## config.mk

```make
export PLATFORM = sky130hd
export DESIGN_NAME = uhcmi_top
export DESIGN_NICKNAME = d
export VERILOG_FILES = /design/src/logic/uhcmi_pkg.sv /design/src/logic/uhcmi_top.sv /design/src/logic/uhcmi_link.sv
export VERILOG_INCLUDE_DIRS = /design/src /design/src/logic
export SDC_FILE = /design/constraint.sdc
export NUM_CORES = 1
export LEC_CHECK = 0
export BUFFER_PORTS_ARGS = -buffer_cell sky130_fd_sc_hd__clkbuf_2
export CORE_ASPECT_RATIO = 2
export CORE_MARGIN = 2
export CORE_UTILIZATION = 45
export DETAILED_ROUTE_END_ITERATION = 16
export PLACE_DENSITY_LB_ADDON = 0.08
export SETUP_SLACK_MARGIN = 0.4
export SYNTH_ARGS = -nofsm -noshare
export SYNTH_HDL_FRONTEND = slang
export SYNTH_SLANG_ARGS = --single-unit
```

## constraint.sdc

```tcl
create_clock -name mclk_i -period 4.3 [get_ports mclk_i]
set_input_delay 1.075 -clock mclk_i [delete_from_list [all_inputs] [get_ports mclk_i]]
set_output_delay 1.075 -clock mclk_i [all_outputs]
set_load 0.05 [all_outputs]
```

## src/logic/uhcmi_cfg.svh

```systemverilog
`ifndef UHCMI_CFG_SVH
`define UHCMI_CFG_SVH

// core clock
`define UHCMI_CLK_HZ          20000000
// documented crystal and engine reference rates
`define UHCMI_OSC_HZ          12000000
`define UHCMI_SIE_REF_HZ      48000000

// reset extension after the external reset falls
`define UHCMI_RESET_EXT_MS    20
`define UHCMI_RESET_EXT_CYC   (`UHCMI_RESET_EXT_MS * (`UHCMI_CLK_HZ / 1000))

// serial link
`define UHCMI_LINK_BAUD_DEF   9600
`define UHCMI_LINK_DIV_W      16
`define UHCMI_LINK_DIV_DEF    16'(`UHCMI_CLK_HZ / `UHCMI_LINK_BAUD_DEF)
`define UHCMI_LINK_DATA_BITS  9
`define UHCMI_LINK_CMD_BIT    8

// interrupt token
`define UHCMI_TOKEN_IRQ_BIT   7

// endpoint layout
`define UHCMI_EP0_BYTES       8
`define UHCMI_EP1_BYTES       8
`define UHCMI_EP1_IN_NUM      8'h81
`define UHCMI_EP1_OUT_NUM     8'h01
`define UHCMI_EP2_BYTES       64
`define UHCMI_EP2_IN_NUM      8'h82
`define UHCMI_EP2_OUT_NUM     8'h02
`define UHCMI_BUF_BYTES       64
`define UHCMI_EP_NUM_MAX      15

// pin synchroniser reset image: cs_n, rd_n, wr_n, port_select, data
`define UHCMI_PIN_RST         12'he00

`endif

```

## src/logic/uhcmi_pkg.sv

```systemverilog
package uhcmi_pkg;

  typedef enum logic [1:0] {
    UHCMI_LK_IDLE,
    UHCMI_LK_START,
    UHCMI_LK_BITS,
    UHCMI_LK_STOP
  } uhcmi_link_state_type;

  typedef logic [7:0] uhcmi_byte_type;

endpackage : uhcmi_pkg

```

## src/logic/uhcmi_top.sv

```systemverilog
`timescale 1ns/1ns
`include "uhcmi_cfg.svh"
// Contract
// - chip select high ignores strobes, floats bus
// - port select high command, low data
// - command read returns token, bit7 interrupt level
// - write loads command or data by port
// - data port read drives next input byte
// - interrupt request output is active low
// - serial frame: start, nine data, stop
// - ninth bit one command, zero data
// - serial rate 9600 after reset, changeable
// - serial interface allows host mode only
// - activity output low once device attached
// - external reset high, extended about 20 ms
// - reset status outputs during any reset
// - 12 MHz clock, 48 MHz engine reference; core clock here is 20 MHz
// - engine handles USB line-level protocol work
// - endpoint 0 and port 1 eight-byte buffers
// - port 2 has 64-byte buffers
// - host buffers reuse port 2 storage
// - endpoints 0 to 15, lengths 0 to 64
// - interrupt on bus change or command done
// - serial output pin strapped during reset

module uhcmi_top
  import uhcmi_pkg::*;
#(
  parameter int unsigned RESET_EXT_CYCLES = `UHCMI_RESET_EXT_CYC,
  parameter int unsigned BUF_BYTES        = `UHCMI_BUF_BYTES
) (
  input  wire logic        mclk_i,
  input  wire logic        arst_n_i,
  input  wire logic        ext_reset_in_i,
  input  wire logic        cs_n_i,
  input  wire logic        rd_n_i,
  input  wire logic        wr_n_i,
  input  wire logic        port_select_i,
  input  wire logic [7:0]  host_data_bus_i,
  output logic [7:0]       host_data_bus_o,
  output logic             host_data_bus_oe_n_o,
  output logic             int_n_o,
  input  wire logic        rxd_i,
  input  wire logic        txd_i,
  output logic             txd_o,
  output logic             txd_oe_n_o,
  output logic             act_n_o,
  output logic             rst_o,
  output logic             rst_n_o,
  output logic             serial_mode_o,
  output logic             device_mode_en_o,
  output logic             cmd_valid_o,
  output logic [7:0]       cmd_code_o,
  output logic             data_valid_o,
  output logic [7:0]       data_o,
  output logic             data_rd_ack_o,
  input  wire logic [6:0]  token_status_i,
  input  wire logic        bus_change_i,
  input  wire logic        cmd_done_i,
  input  wire logic        dev_attached_i,
  input  wire logic        link_div_load_i,
  input  wire logic [15:0] link_div_i,
  input  wire logic        ser_tx_valid_i,
  input  wire logic [7:0]  ser_tx_data_i,
  output logic             ser_tx_ready_o,
  input  wire logic [5:0]  sie_out_addr_i,
  output logic [7:0]       sie_out_data_o,
  input  wire logic        sie_in_wr_i,
  input  wire logic [5:0]  sie_in_addr_i,
  input  wire logic [7:0]  sie_in_data_i,
  output logic [6:0]       out_len_o
);

  localparam int unsigned CW = $clog2(RESET_EXT_CYCLES + 1);
  localparam int unsigned PW = 7;
  localparam logic [PW-1:0] BUF_END = PW'(BUF_BYTES);

  if (RESET_EXT_CYCLES < 1 || BUF_BYTES < 1 || BUF_BYTES > 64) begin : g_chk
    $error("uhcmi_top: unsupported reset length or buffer size");
  end

  // reset extension and strap
  logic [1:0]    ext_sync;
  logic [CW-1:0] ext_cnt;
  logic [1:0]    strap_sync;
  logic          serial_mode;

  wire logic core_rst = ext_sync[1] | (ext_cnt != '0);

  always_ff @(posedge mclk_i or negedge arst_n_i) begin
    if (!arst_n_i) begin
      ext_sync   <= 2'b11;
      strap_sync <= 2'b00;
    end else begin
      ext_sync   <= {ext_sync[0], ext_reset_in_i};
      strap_sync <= {strap_sync[0], txd_i};
    end
  end

  // power-up also runs the full extension
  always_ff @(posedge mclk_i or negedge arst_n_i) begin
    if (!arst_n_i) begin
      ext_cnt <= CW'(RESET_EXT_CYCLES);
    end else if (ext_sync[1]) begin
      ext_cnt <= CW'(RESET_EXT_CYCLES);
    end else if (ext_cnt != '0) begin
      ext_cnt <= ext_cnt - CW'(1);
    end
  end

  always_ff @(posedge mclk_i or negedge arst_n_i) begin
    if (!arst_n_i) begin
      rst_o            <= 1'b1;
      rst_n_o          <= 1'b0;
      serial_mode      <= 1'b0;
      serial_mode_o    <= 1'b0;
      device_mode_en_o <= 1'b0;
      act_n_o          <= 1'b1;
      txd_oe_n_o       <= 1'b1;
    end else begin
      rst_o   <= core_rst;
      rst_n_o <= ~core_rst;
      // last level seen before release wins
      if (core_rst) begin
        serial_mode <= strap_sync[1];
      end
      serial_mode_o    <= serial_mode;
      device_mode_en_o <= ~serial_mode & ~core_rst;
      act_n_o          <= core_rst | ~dev_attached_i;
      // pin is released while strapping
      txd_oe_n_o       <= core_rst | ~serial_mode;
    end
  end

  // parallel pin synchronisers
  logic [11:0] pin_s1;
  logic [11:0] pin_s2;
  logic        rd_act_q;
  logic        wr_act_q;
  logic        rd_ps_q;
  logic        wr_ps_q;
  logic [7:0]  wr_byte_q;

  always_ff @(posedge mclk_i or negedge arst_n_i) begin
    if (!arst_n_i) begin
      pin_s1 <= `UHCMI_PIN_RST;
      pin_s2 <= `UHCMI_PIN_RST;
    end else begin
      pin_s1 <= {cs_n_i, rd_n_i, wr_n_i, port_select_i, host_data_bus_i};
      pin_s2 <= pin_s1;
    end
  end

  wire logic       cs_n_s = pin_s2[11];
  wire logic       rd_n_s = pin_s2[10];
  wire logic       wr_n_s = pin_s2[9];
  wire logic       ps_s   = pin_s2[8];
  wire logic [7:0] bus_s  = pin_s2[7:0];

  wire logic sel    = ~cs_n_s & ~serial_mode & ~core_rst;
  // write wins when both strobes are low, as with a tied read
  wire logic wr_act = sel & ~wr_n_s;
  wire logic rd_act = sel & ~rd_n_s & wr_n_s;
  // an access ends on the strobe or chip select rising
  wire logic wr_end = wr_act_q & ~wr_act;
  wire logic rd_end = rd_act_q & ~rd_act;

  wire logic par_cmd  = wr_end & wr_ps_q;
  wire logic par_data = wr_end & ~wr_ps_q;
  wire logic tok_rd   = rd_end & rd_ps_q;
  wire logic data_rd  = rd_end & ~rd_ps_q;

  always_ff @(posedge mclk_i or negedge arst_n_i) begin
    if (!arst_n_i) begin
      rd_act_q  <= 1'b0;
      wr_act_q  <= 1'b0;
      rd_ps_q   <= 1'b0;
      wr_ps_q   <= 1'b0;
      wr_byte_q <= 8'h00;
    end else begin
      rd_act_q <= rd_act;
      wr_act_q <= wr_act;
      if (rd_act) begin
        rd_ps_q <= ps_s;
      end
      // keep the last byte seen while the strobe is low
      if (wr_act) begin
        wr_ps_q   <= ps_s;
        wr_byte_q <= bus_s;
      end
    end
  end

  // serial link
  logic [1:0]  rxd_sync;
  logic [15:0] link_div;
  logic        rx_valid;
  logic [8:0]  rx_word;
  logic        link_txd;

  always_ff @(posedge mclk_i or negedge arst_n_i) begin
    if (!arst_n_i) begin
      rxd_sync <= 2'b11;
      link_div <= `UHCMI_LINK_DIV_DEF;
      txd_o    <= 1'b1;
    end else begin
      rxd_sync <= {rxd_sync[0], rxd_i};
      txd_o    <= link_txd;
      if (core_rst) begin
        link_div <= `UHCMI_LINK_DIV_DEF;
      end else if (link_div_load_i && link_div_i > 16'h0001) begin
        link_div <= link_div_i;
      end
    end
  end

  wire logic ser_on  = serial_mode & ~core_rst;
  wire logic ser_cmd = ser_on & rx_valid & rx_word[`UHCMI_LINK_CMD_BIT];
  wire logic ser_dat = ser_on & rx_valid & ~rx_word[`UHCMI_LINK_CMD_BIT];

  uhcmi_link #(
    .DIV_W (16)
  ) u_link (
    .mclk_i     (mclk_i),
    .arst_n_i   (arst_n_i),
    .clr_i      (~ser_on),
    .div_i      (link_div),
    .rxd_i      (rxd_sync[1]),
    .rx_valid_o (rx_valid),
    .rx_word_o  (rx_word),
    .tx_valid_i (ser_tx_valid_i),
    .tx_word_i  ({1'b0, ser_tx_data_i}),
    .tx_ready_o (ser_tx_ready_o),
    .txd_o      (link_txd)
  );

  // command and data strobes towards the interpreter
  wire logic       cmd_stb  = par_cmd | ser_cmd;
  wire logic       dat_stb  = par_data | ser_dat;
  wire logic [7:0] in_byte  = ser_on ? rx_word[7:0] : wr_byte_q;

  always_ff @(posedge mclk_i or negedge arst_n_i) begin
    if (!arst_n_i) begin
      cmd_valid_o  <= 1'b0;
      cmd_code_o   <= 8'h00;
      data_valid_o <= 1'b0;
      data_o       <= 8'h00;
    end else begin
      cmd_valid_o  <= cmd_stb;
      data_valid_o <= dat_stb;
      if (cmd_stb) begin
        cmd_code_o <= in_byte;
      end
      if (dat_stb) begin
        data_o <= in_byte;
      end
    end
  end

  // host buffers share the port 2 storage: out is downstream, in upstream
  uhcmi_byte_type out_buf [BUF_BYTES];
  uhcmi_byte_type in_buf  [BUF_BYTES];
  logic [PW-1:0]  wr_ptr;
  logic [PW-1:0]  rd_ptr;

  wire logic       wr_room  = (wr_ptr < BUF_END);
  wire logic       rd_room  = (rd_ptr < BUF_END);
  wire logic [5:0] wr_addr  = wr_ptr[5:0];
  wire logic [5:0] rd_addr  = rd_ptr[5:0];
  // reading past the buffer end returns zero rather than stale bytes
  wire logic [7:0] rd_byte  = rd_room ? in_buf[rd_addr] : 8'h00;
  wire logic [7:0] token    = {int_n_o, token_status_i};
  wire logic [7:0] bus_next = ps_s ? token : rd_byte;

  always_ff @(posedge mclk_i) begin
    if (dat_stb && wr_room) begin
      out_buf[wr_addr] <= in_byte;
    end
    if (sie_in_wr_i && ({1'b0, sie_in_addr_i} < BUF_END)) begin
      in_buf[sie_in_addr_i] <= sie_in_data_i;
    end
  end

  always_ff @(posedge mclk_i) begin
    sie_out_data_o <= out_buf[sie_out_addr_i];
  end

  always_ff @(posedge mclk_i or negedge arst_n_i) begin
    if (!arst_n_i) begin
      wr_ptr        <= '0;
      rd_ptr        <= '0;
      out_len_o     <= 7'h00;
      data_rd_ack_o <= 1'b0;
    end else begin
      data_rd_ack_o <= data_rd;
      out_len_o     <= wr_ptr;
      if (core_rst || cmd_stb) begin
        // each command starts its own data phase
        wr_ptr <= '0;
        rd_ptr <= '0;
      end else begin
        if (dat_stb && wr_room) begin
          wr_ptr <= wr_ptr + PW'(1);
        end
        if (data_rd && rd_room) begin
          rd_ptr <= rd_ptr + PW'(1);
        end
      end
    end
  end

  // bus drive: enable low only while a read is under way
  always_ff @(posedge mclk_i or negedge arst_n_i) begin
    if (!arst_n_i) begin
      host_data_bus_o      <= 8'h00;
      host_data_bus_oe_n_o <= 1'b1;
    end else begin
      host_data_bus_oe_n_o <= ~rd_act;
      if (rd_act) begin
        host_data_bus_o <= bus_next;
      end
    end
  end

  // interrupt: the event wins over a token read in the same cycle
  wire logic irq_set = ~core_rst & (bus_change_i | cmd_done_i);
  wire logic irq_hold = ~int_n_o & ~tok_rd & ~core_rst;

  always_ff @(posedge mclk_i or negedge arst_n_i) begin
    if (!arst_n_i) begin
      int_n_o <= 1'b1;
    end else begin
      int_n_o <= ~(irq_set | irq_hold);
    end
  end

endmodule : uhcmi_top

```

## src/logic/uhcmi_link.sv

```systemverilog
`timescale 1ns/1ns
`include "uhcmi_cfg.svh"

module uhcmi_link
  import uhcmi_pkg::*;
#(
  parameter int unsigned DIV_W = `UHCMI_LINK_DIV_W
) (
  input  wire logic             mclk_i,
  input  wire logic             arst_n_i,
  input  wire logic             clr_i,
  input  wire logic [DIV_W-1:0] div_i,
  input  wire logic             rxd_i,
  output logic                  rx_valid_o,
  output logic [8:0]            rx_word_o,
  input  wire logic             tx_valid_i,
  input  wire logic [8:0]       tx_word_i,
  output logic                  tx_ready_o,
  output logic                  txd_o
);

  if (DIV_W < 2) begin : g_chk
    $error("uhcmi_link: DIV_W too small");
  end

  uhcmi_link_state_type rx_state;
  logic [DIV_W-1:0]     rx_cnt;
  logic [3:0]           rx_idx;
  logic [8:0]           rx_sh;
  logic [DIV_W-1:0]     tx_cnt;
  logic [3:0]           tx_left;
  logic [10:0]          tx_sh;

  wire logic             rx_tick = (rx_cnt == '0);
  wire logic [DIV_W-1:0] bit_rld = div_i - DIV_W'(1);
  wire logic             tx_tick = (tx_cnt == '0);
  wire logic             tx_take = tx_ready_o & tx_valid_i;

  // receiver samples each bit at its middle
  always_ff @(posedge mclk_i or negedge arst_n_i) begin
    if (!arst_n_i) begin
      rx_state   <= UHCMI_LK_IDLE;
      rx_cnt     <= '0;
      rx_idx     <= 4'h0;
      rx_sh      <= 9'h000;
      rx_valid_o <= 1'b0;
      rx_word_o  <= 9'h000;
    end else begin
      rx_valid_o <= 1'b0;
      if (clr_i) begin
        rx_state <= UHCMI_LK_IDLE;
      end else begin
        if (!rx_tick) begin
          rx_cnt <= rx_cnt - DIV_W'(1);
        end
        case (rx_state)
          UHCMI_LK_IDLE: begin
            if (!rxd_i) begin
              rx_state <= UHCMI_LK_START;
              rx_cnt   <= div_i >> 1;
            end
          end
          UHCMI_LK_START: begin
            if (rx_tick) begin
              // a glitch shorter than half a bit is not a start
              rx_state <= rxd_i ? UHCMI_LK_IDLE : UHCMI_LK_BITS;
              rx_cnt   <= bit_rld;
              rx_idx   <= 4'h0;
            end
          end
          UHCMI_LK_BITS: begin
            if (rx_tick) begin
              rx_sh  <= {rxd_i, rx_sh[8:1]};
              rx_cnt <= bit_rld;
              rx_idx <= rx_idx + 4'h1;
              if (rx_idx == 4'(`UHCMI_LINK_DATA_BITS - 1)) begin
                rx_state <= UHCMI_LK_STOP;
              end
            end
          end
          UHCMI_LK_STOP: begin
            if (rx_tick) begin
              // framing errors are dropped silently
              rx_valid_o <= rxd_i;
              rx_word_o  <= rx_sh;
              rx_state   <= UHCMI_LK_IDLE;
            end
          end
          default: rx_state <= UHCMI_LK_IDLE;
        endcase
      end
    end
  end

  // transmitter: start, nine data bits lsb first, stop
  always_ff @(posedge mclk_i or negedge arst_n_i) begin
    if (!arst_n_i) begin
      tx_cnt     <= '0;
      tx_left    <= 4'h0;
      tx_sh      <= 11'h7ff;
      tx_ready_o <= 1'b1;
      txd_o      <= 1'b1;
    end else if (clr_i) begin
      tx_left    <= 4'h0;
      tx_ready_o <= 1'b1;
      txd_o      <= 1'b1;
    end else if (tx_take) begin
      tx_sh      <= {1'b1, tx_word_i, 1'b0};
      tx_left    <= 4'd11;
      tx_cnt     <= '0;
      tx_ready_o <= 1'b0;
    end else if (tx_left != 4'h0) begin
      if (tx_tick) begin
        txd_o   <= tx_sh[0];
        tx_sh   <= {1'b1, tx_sh[10:1]};
        tx_left <= tx_left - 4'h1;
        tx_cnt  <= bit_rld;
      end else begin
        tx_cnt <= tx_cnt - DIV_W'(1);
      end
    end else if (tx_tick) begin
      tx_ready_o <= 1'b1;
    end else begin
      tx_cnt <= tx_cnt - DIV_W'(1);
    end
  end

endmodule : uhcmi_link

```

==> summary.txt <==
Layout
  – Final Net Count: a little over 3000
  – FF/Latch Area: between 30000 and 40000 µm²
  – Layout fillers: about 9000
  – Share of layout cells above drive strength 1: 29.13%
  – Synth-to-Final Area Change: 14.46%
  – Footprint of the multi-input gates: 12790 µm²

Drt
  – DRT Pass-1 Iters: 5
  – Initial DRC Count: ~1800
  – Antenna Nets Post-Route: 0
  – Routed len/inst: around 30 µm
  – Final wirelength: 134600 µm
  – Vias: around 26000
  – DRC violations left: 0
  – Via density per instance: 5.849

Synthesis
  – Ys Warns: 0
  – Mapped Area: between 40000 and 50000 µm²
  – Dominant cell type by area after synthesis: edfxtp_1
  – Area contributors post-synth: edfxtp_1 (62%), mux4_2 (14%), dfrtp_1 (8.6%), dfstp_2 (2.0%), nor2_1 (1.6%)
  – Ys flop type: edfxtp_1
  – Synthesized flop and latch total: roughly 1200
  – Number of synthesized flops with an enable pin: 1024
  – Post-synth ARST share: 16.77%
  – Synth top area share: roughly 62%
  – Sequential share of the synthesized area: between 70% and 80%
  – Syn_area_per_cell: around 18 µm²
  – Synth Instances: approximately 2700
  – Netlist cell types: 75
  – Syn_nets: about 2800

Global route
  – Grt ovf: 0
  – Total track usage: between 20% and 30%
  – First-pass GRT wire length: approximately 190000 µm
  – Initial antenna violation count: 12
  – Largest net degree at the start of global routing: slightly below 90
  – Vias in the first global route: roughly 28000

Placement
  – Final Wtd Congestion: between 0.8 and 0.9
  – Final HPWL DP: 93690 µm
  – Port buffer count: 125

Clock network
  – CTS Buf Count: around 110
  – Clock transition at path regs: 0.07 ns
  – CTS Hold Bufs: 0
  – Clock buffer depth: 3
  – Worst-skew pair later-pin latency: 0.72 ns
  – CTS tree: yes
  – TritonCTS Sinks: between 1000 and 1500
  – CTS H-tree depth: 3
  – Clk root buf: clkbuf_16

STA
  – Hold_ws: 0.3570 ns
  – Setup TNS: 0 ns
  – Unrepaired setup endpoints after global routing: no
  – Setup violations, final: 0
  – Tcrit/Tclk final: 85.15%
  – Hold Vio Cnt, Final: 0
  – Fin. max-slew vios: 0
  – Relative slew slack: 18.33%
  – Fmax: approximately 270 MHz
  – Measured slew at the worst slew-check pin: around 1.2 ns
  – Final min period: about 3.7 ns
  – Clock skew: between 0.02 and 0.03 ns

Worst setup path
  – Worst Path Required: between 4 and 5 ns
  – Largest delay share family, worst path: simple AND/OR/NAND/NOR gates
  – Critical Path Max Stage Delay: about 0.65 ns
  – Worst-path cell chain: or4_4, nor4bb_2, and4_1, a31o_2, nand4_1, nor2_1, buf_4
  – Arr. time, crit path: about 4.1 ns
  – CP Launch Type: flop
  – Slowest-stage cell, CP: nand4_1
  – Critical path type: reg2reg
  – Worst Path Max Fanout: 10
  – WP buf/inv: 1
  – Crit. End Element: flop

Power and ir drop
  – Peak supply drop: 0.3653 mV
  – Power Density: around 420 nW/µm²
  – Leakage: a little over 20 nW

Hold path
  – Worst Hold Class: reg2reg

Floorplan
  – DIE HEIGHT: between 400 and 500 µm
  – Core Area: between 100000 and 150000 µm²
  – Starting Density: between 40% and 50%
  – I/O pins: about 130
  – Die Span X: between 200 and 250 µm
  – Row Count: approximately 170
  – DIE AREA: about 110000 µm²

Run status
  – Outcome: completed

Run
  – Max-cap violations: 0
[layout by cell type (no fill, tap or decap), types with 16 or more instances in the layout]
| cell | count |
|---|---|
| a21oi_1 | 67 |
| inv_1 | 25 |
| nor3_1 | 32 |
| nand3_1 | 30 |
| xnor2_1 | 23 |
| o21ai_0 | 88 |
| clkinv_1 | 19 |
| ha_1 | 18 |
| nor2b_1 | 18 |
| mux2_2 | 55 |
| nor4_1 | 17 |
| clkbuf_16 | 113 |
| clkbuf_1 | 20 |
| nand2_1 | 145 |
| dfrtp_1 | 167 |
| edfxtp_1 | 1024 |
| dfstp_2 | 38 |
| clkbuf_2 | 122 |
| nor2_1 | 212 |
| mux4_2 | 299 |
| buf_12 | 20 |
| a211oi_1 | 16 |
| buf_4 | 156 |
| mux2i_1 | 44 |
[metrics by stage]
| step | util (%) | instance area [µm²] | setup slack (ns) | power (mW) | std cells |
|---|---|---|---|---|---|
| floorplan | - | 49540 | 0.5870 | 13.65 | 2701 |
| global placement | 48.35 | 52960 | 0.3647 | 14.02 | 4252 |
| detailed placement | 48.35 | 52960 | 0.3024 | 14.05 | 4252 |
| CTS | 51.73 | 56670 | 0.4473 | 24.19 | 4458 |
| global route | 51.75 | 56690 | 0.4058 | 24.63 | 4462 |
| finish | 51.76 | 56700 | 0.6386 | 23.93 | 4467 |
[kinds of logic after synthesis]
logic type	share of synthesized area [%]
and+or+nand+nor	5.453
xor gates and xnor gates	0.6718
muxes	15.73
buffers and inverters	1.296
DFF	73.00
adders and majority gates	0.4546
AOI/OAI and AO/OA	3.397
[final timing paths]
kind | cells after the start | end | from | slack (ns)
min reg2reg | 0 | strap_sync[1] | strap_sync[0] | 0.36
max | 7 | out_buf[23][5] | ext_cnt[4] | 0.64
min in group asynchronous | 1 | wr_byte_q[1] | arst_n_i | 0.41
max in group asynchronous | 2 | rd_ptr[1] | arst_n_i | 2.96
max reg2reg | 7 | out_buf[23][5] | ext_cnt[4] | 0.64
min | 0 | strap_sync[1] | strap_sync[0] | 0.36
[cell usage after synthesis, types with 6 or more instances]
library cell,instances
edfxtp_1,1024
mux4_2,299
nor2_1,212
dfrtp_1,170
nand2_1,154
o21ai_0,88
clkbuf_1,78
a21oi_1,67
mux2_2,55
mux2i_1,44
dfstp_2,38
buf_1,37
nor3_1,32
nand3_1,31
inv_1,25
xnor2_1,23
buf_2,21
ha_1,18
nor2b_1,18
nor4_1,18
a211oi_1,16
a31oi_1,15
or3_1,15
xor2_1,15
a22oi_1,14
nand3b_1,13
nand2b_1,12
nand4_1,12
o22ai_1,9
dfxtp_1,8
o211ai_1,8
and2_1,7
and3_1,7
o31ai_1,7
or3b_2,6
or4_1,6
[routing by layer]
layer,wire length [µm],GRT usage (%),up-vias
li1,-,-,11330
met1,44920,24.94,13780
met2,78790,48.27,760
met3,4591,2.597,250
met4,6240,11.05,2
met5,13,0,-
[report_power, final]
group,total (mW),switching [mW],internal (mW),leakage [nW]
sequential,13.1,0.0489,13.0,13.1
clock,10.2,4.46,5.70,1.78
combinational,0.685,0.459,0.226,5.27
[repair_timing]
item                       in CTS  in global routing
setup buffers                   4                  0
hold endpoints to repair        0                  0
pin swaps                       0                  1
resized for setup               1                  3
gates cloned                    0                  0
setup endpoints to repair     192                416
[state kept, by name, indices dropped and copies added (netlist names), 4 cells and up]
name	cells
out_len_o	7
pin_s1	12
in_buf	512
u_link.rx_word_o	9
u_link.rx_idx	4
u_link.rx_cnt	16
pin_s2	12
out_buf	512
cmd_code_o	8
u_link.tx_cnt	16
wr_byte_q	8
rd_ptr	7
host_data_bus_o	8
ext_cnt	19
wr_ptr	7
link_div	16
data_o	8
u_link.tx_sh	10
u_link.tx_left	4
sie_out_data_o	8
u_link.rx_sh	9
[layout make-up]
cell class	count	area share [%]
well taps	1392	3.072
clock buffers	135	5.168
diodes	9	0.03972
repair buffers	300	3.899
multi-input cells	1298	22.55
inverters	26	0.1721
clock inverters	67	1.306
flip-flops and latches	1240	63.79
Note: power is estimated with default switching activity, not from simulation.
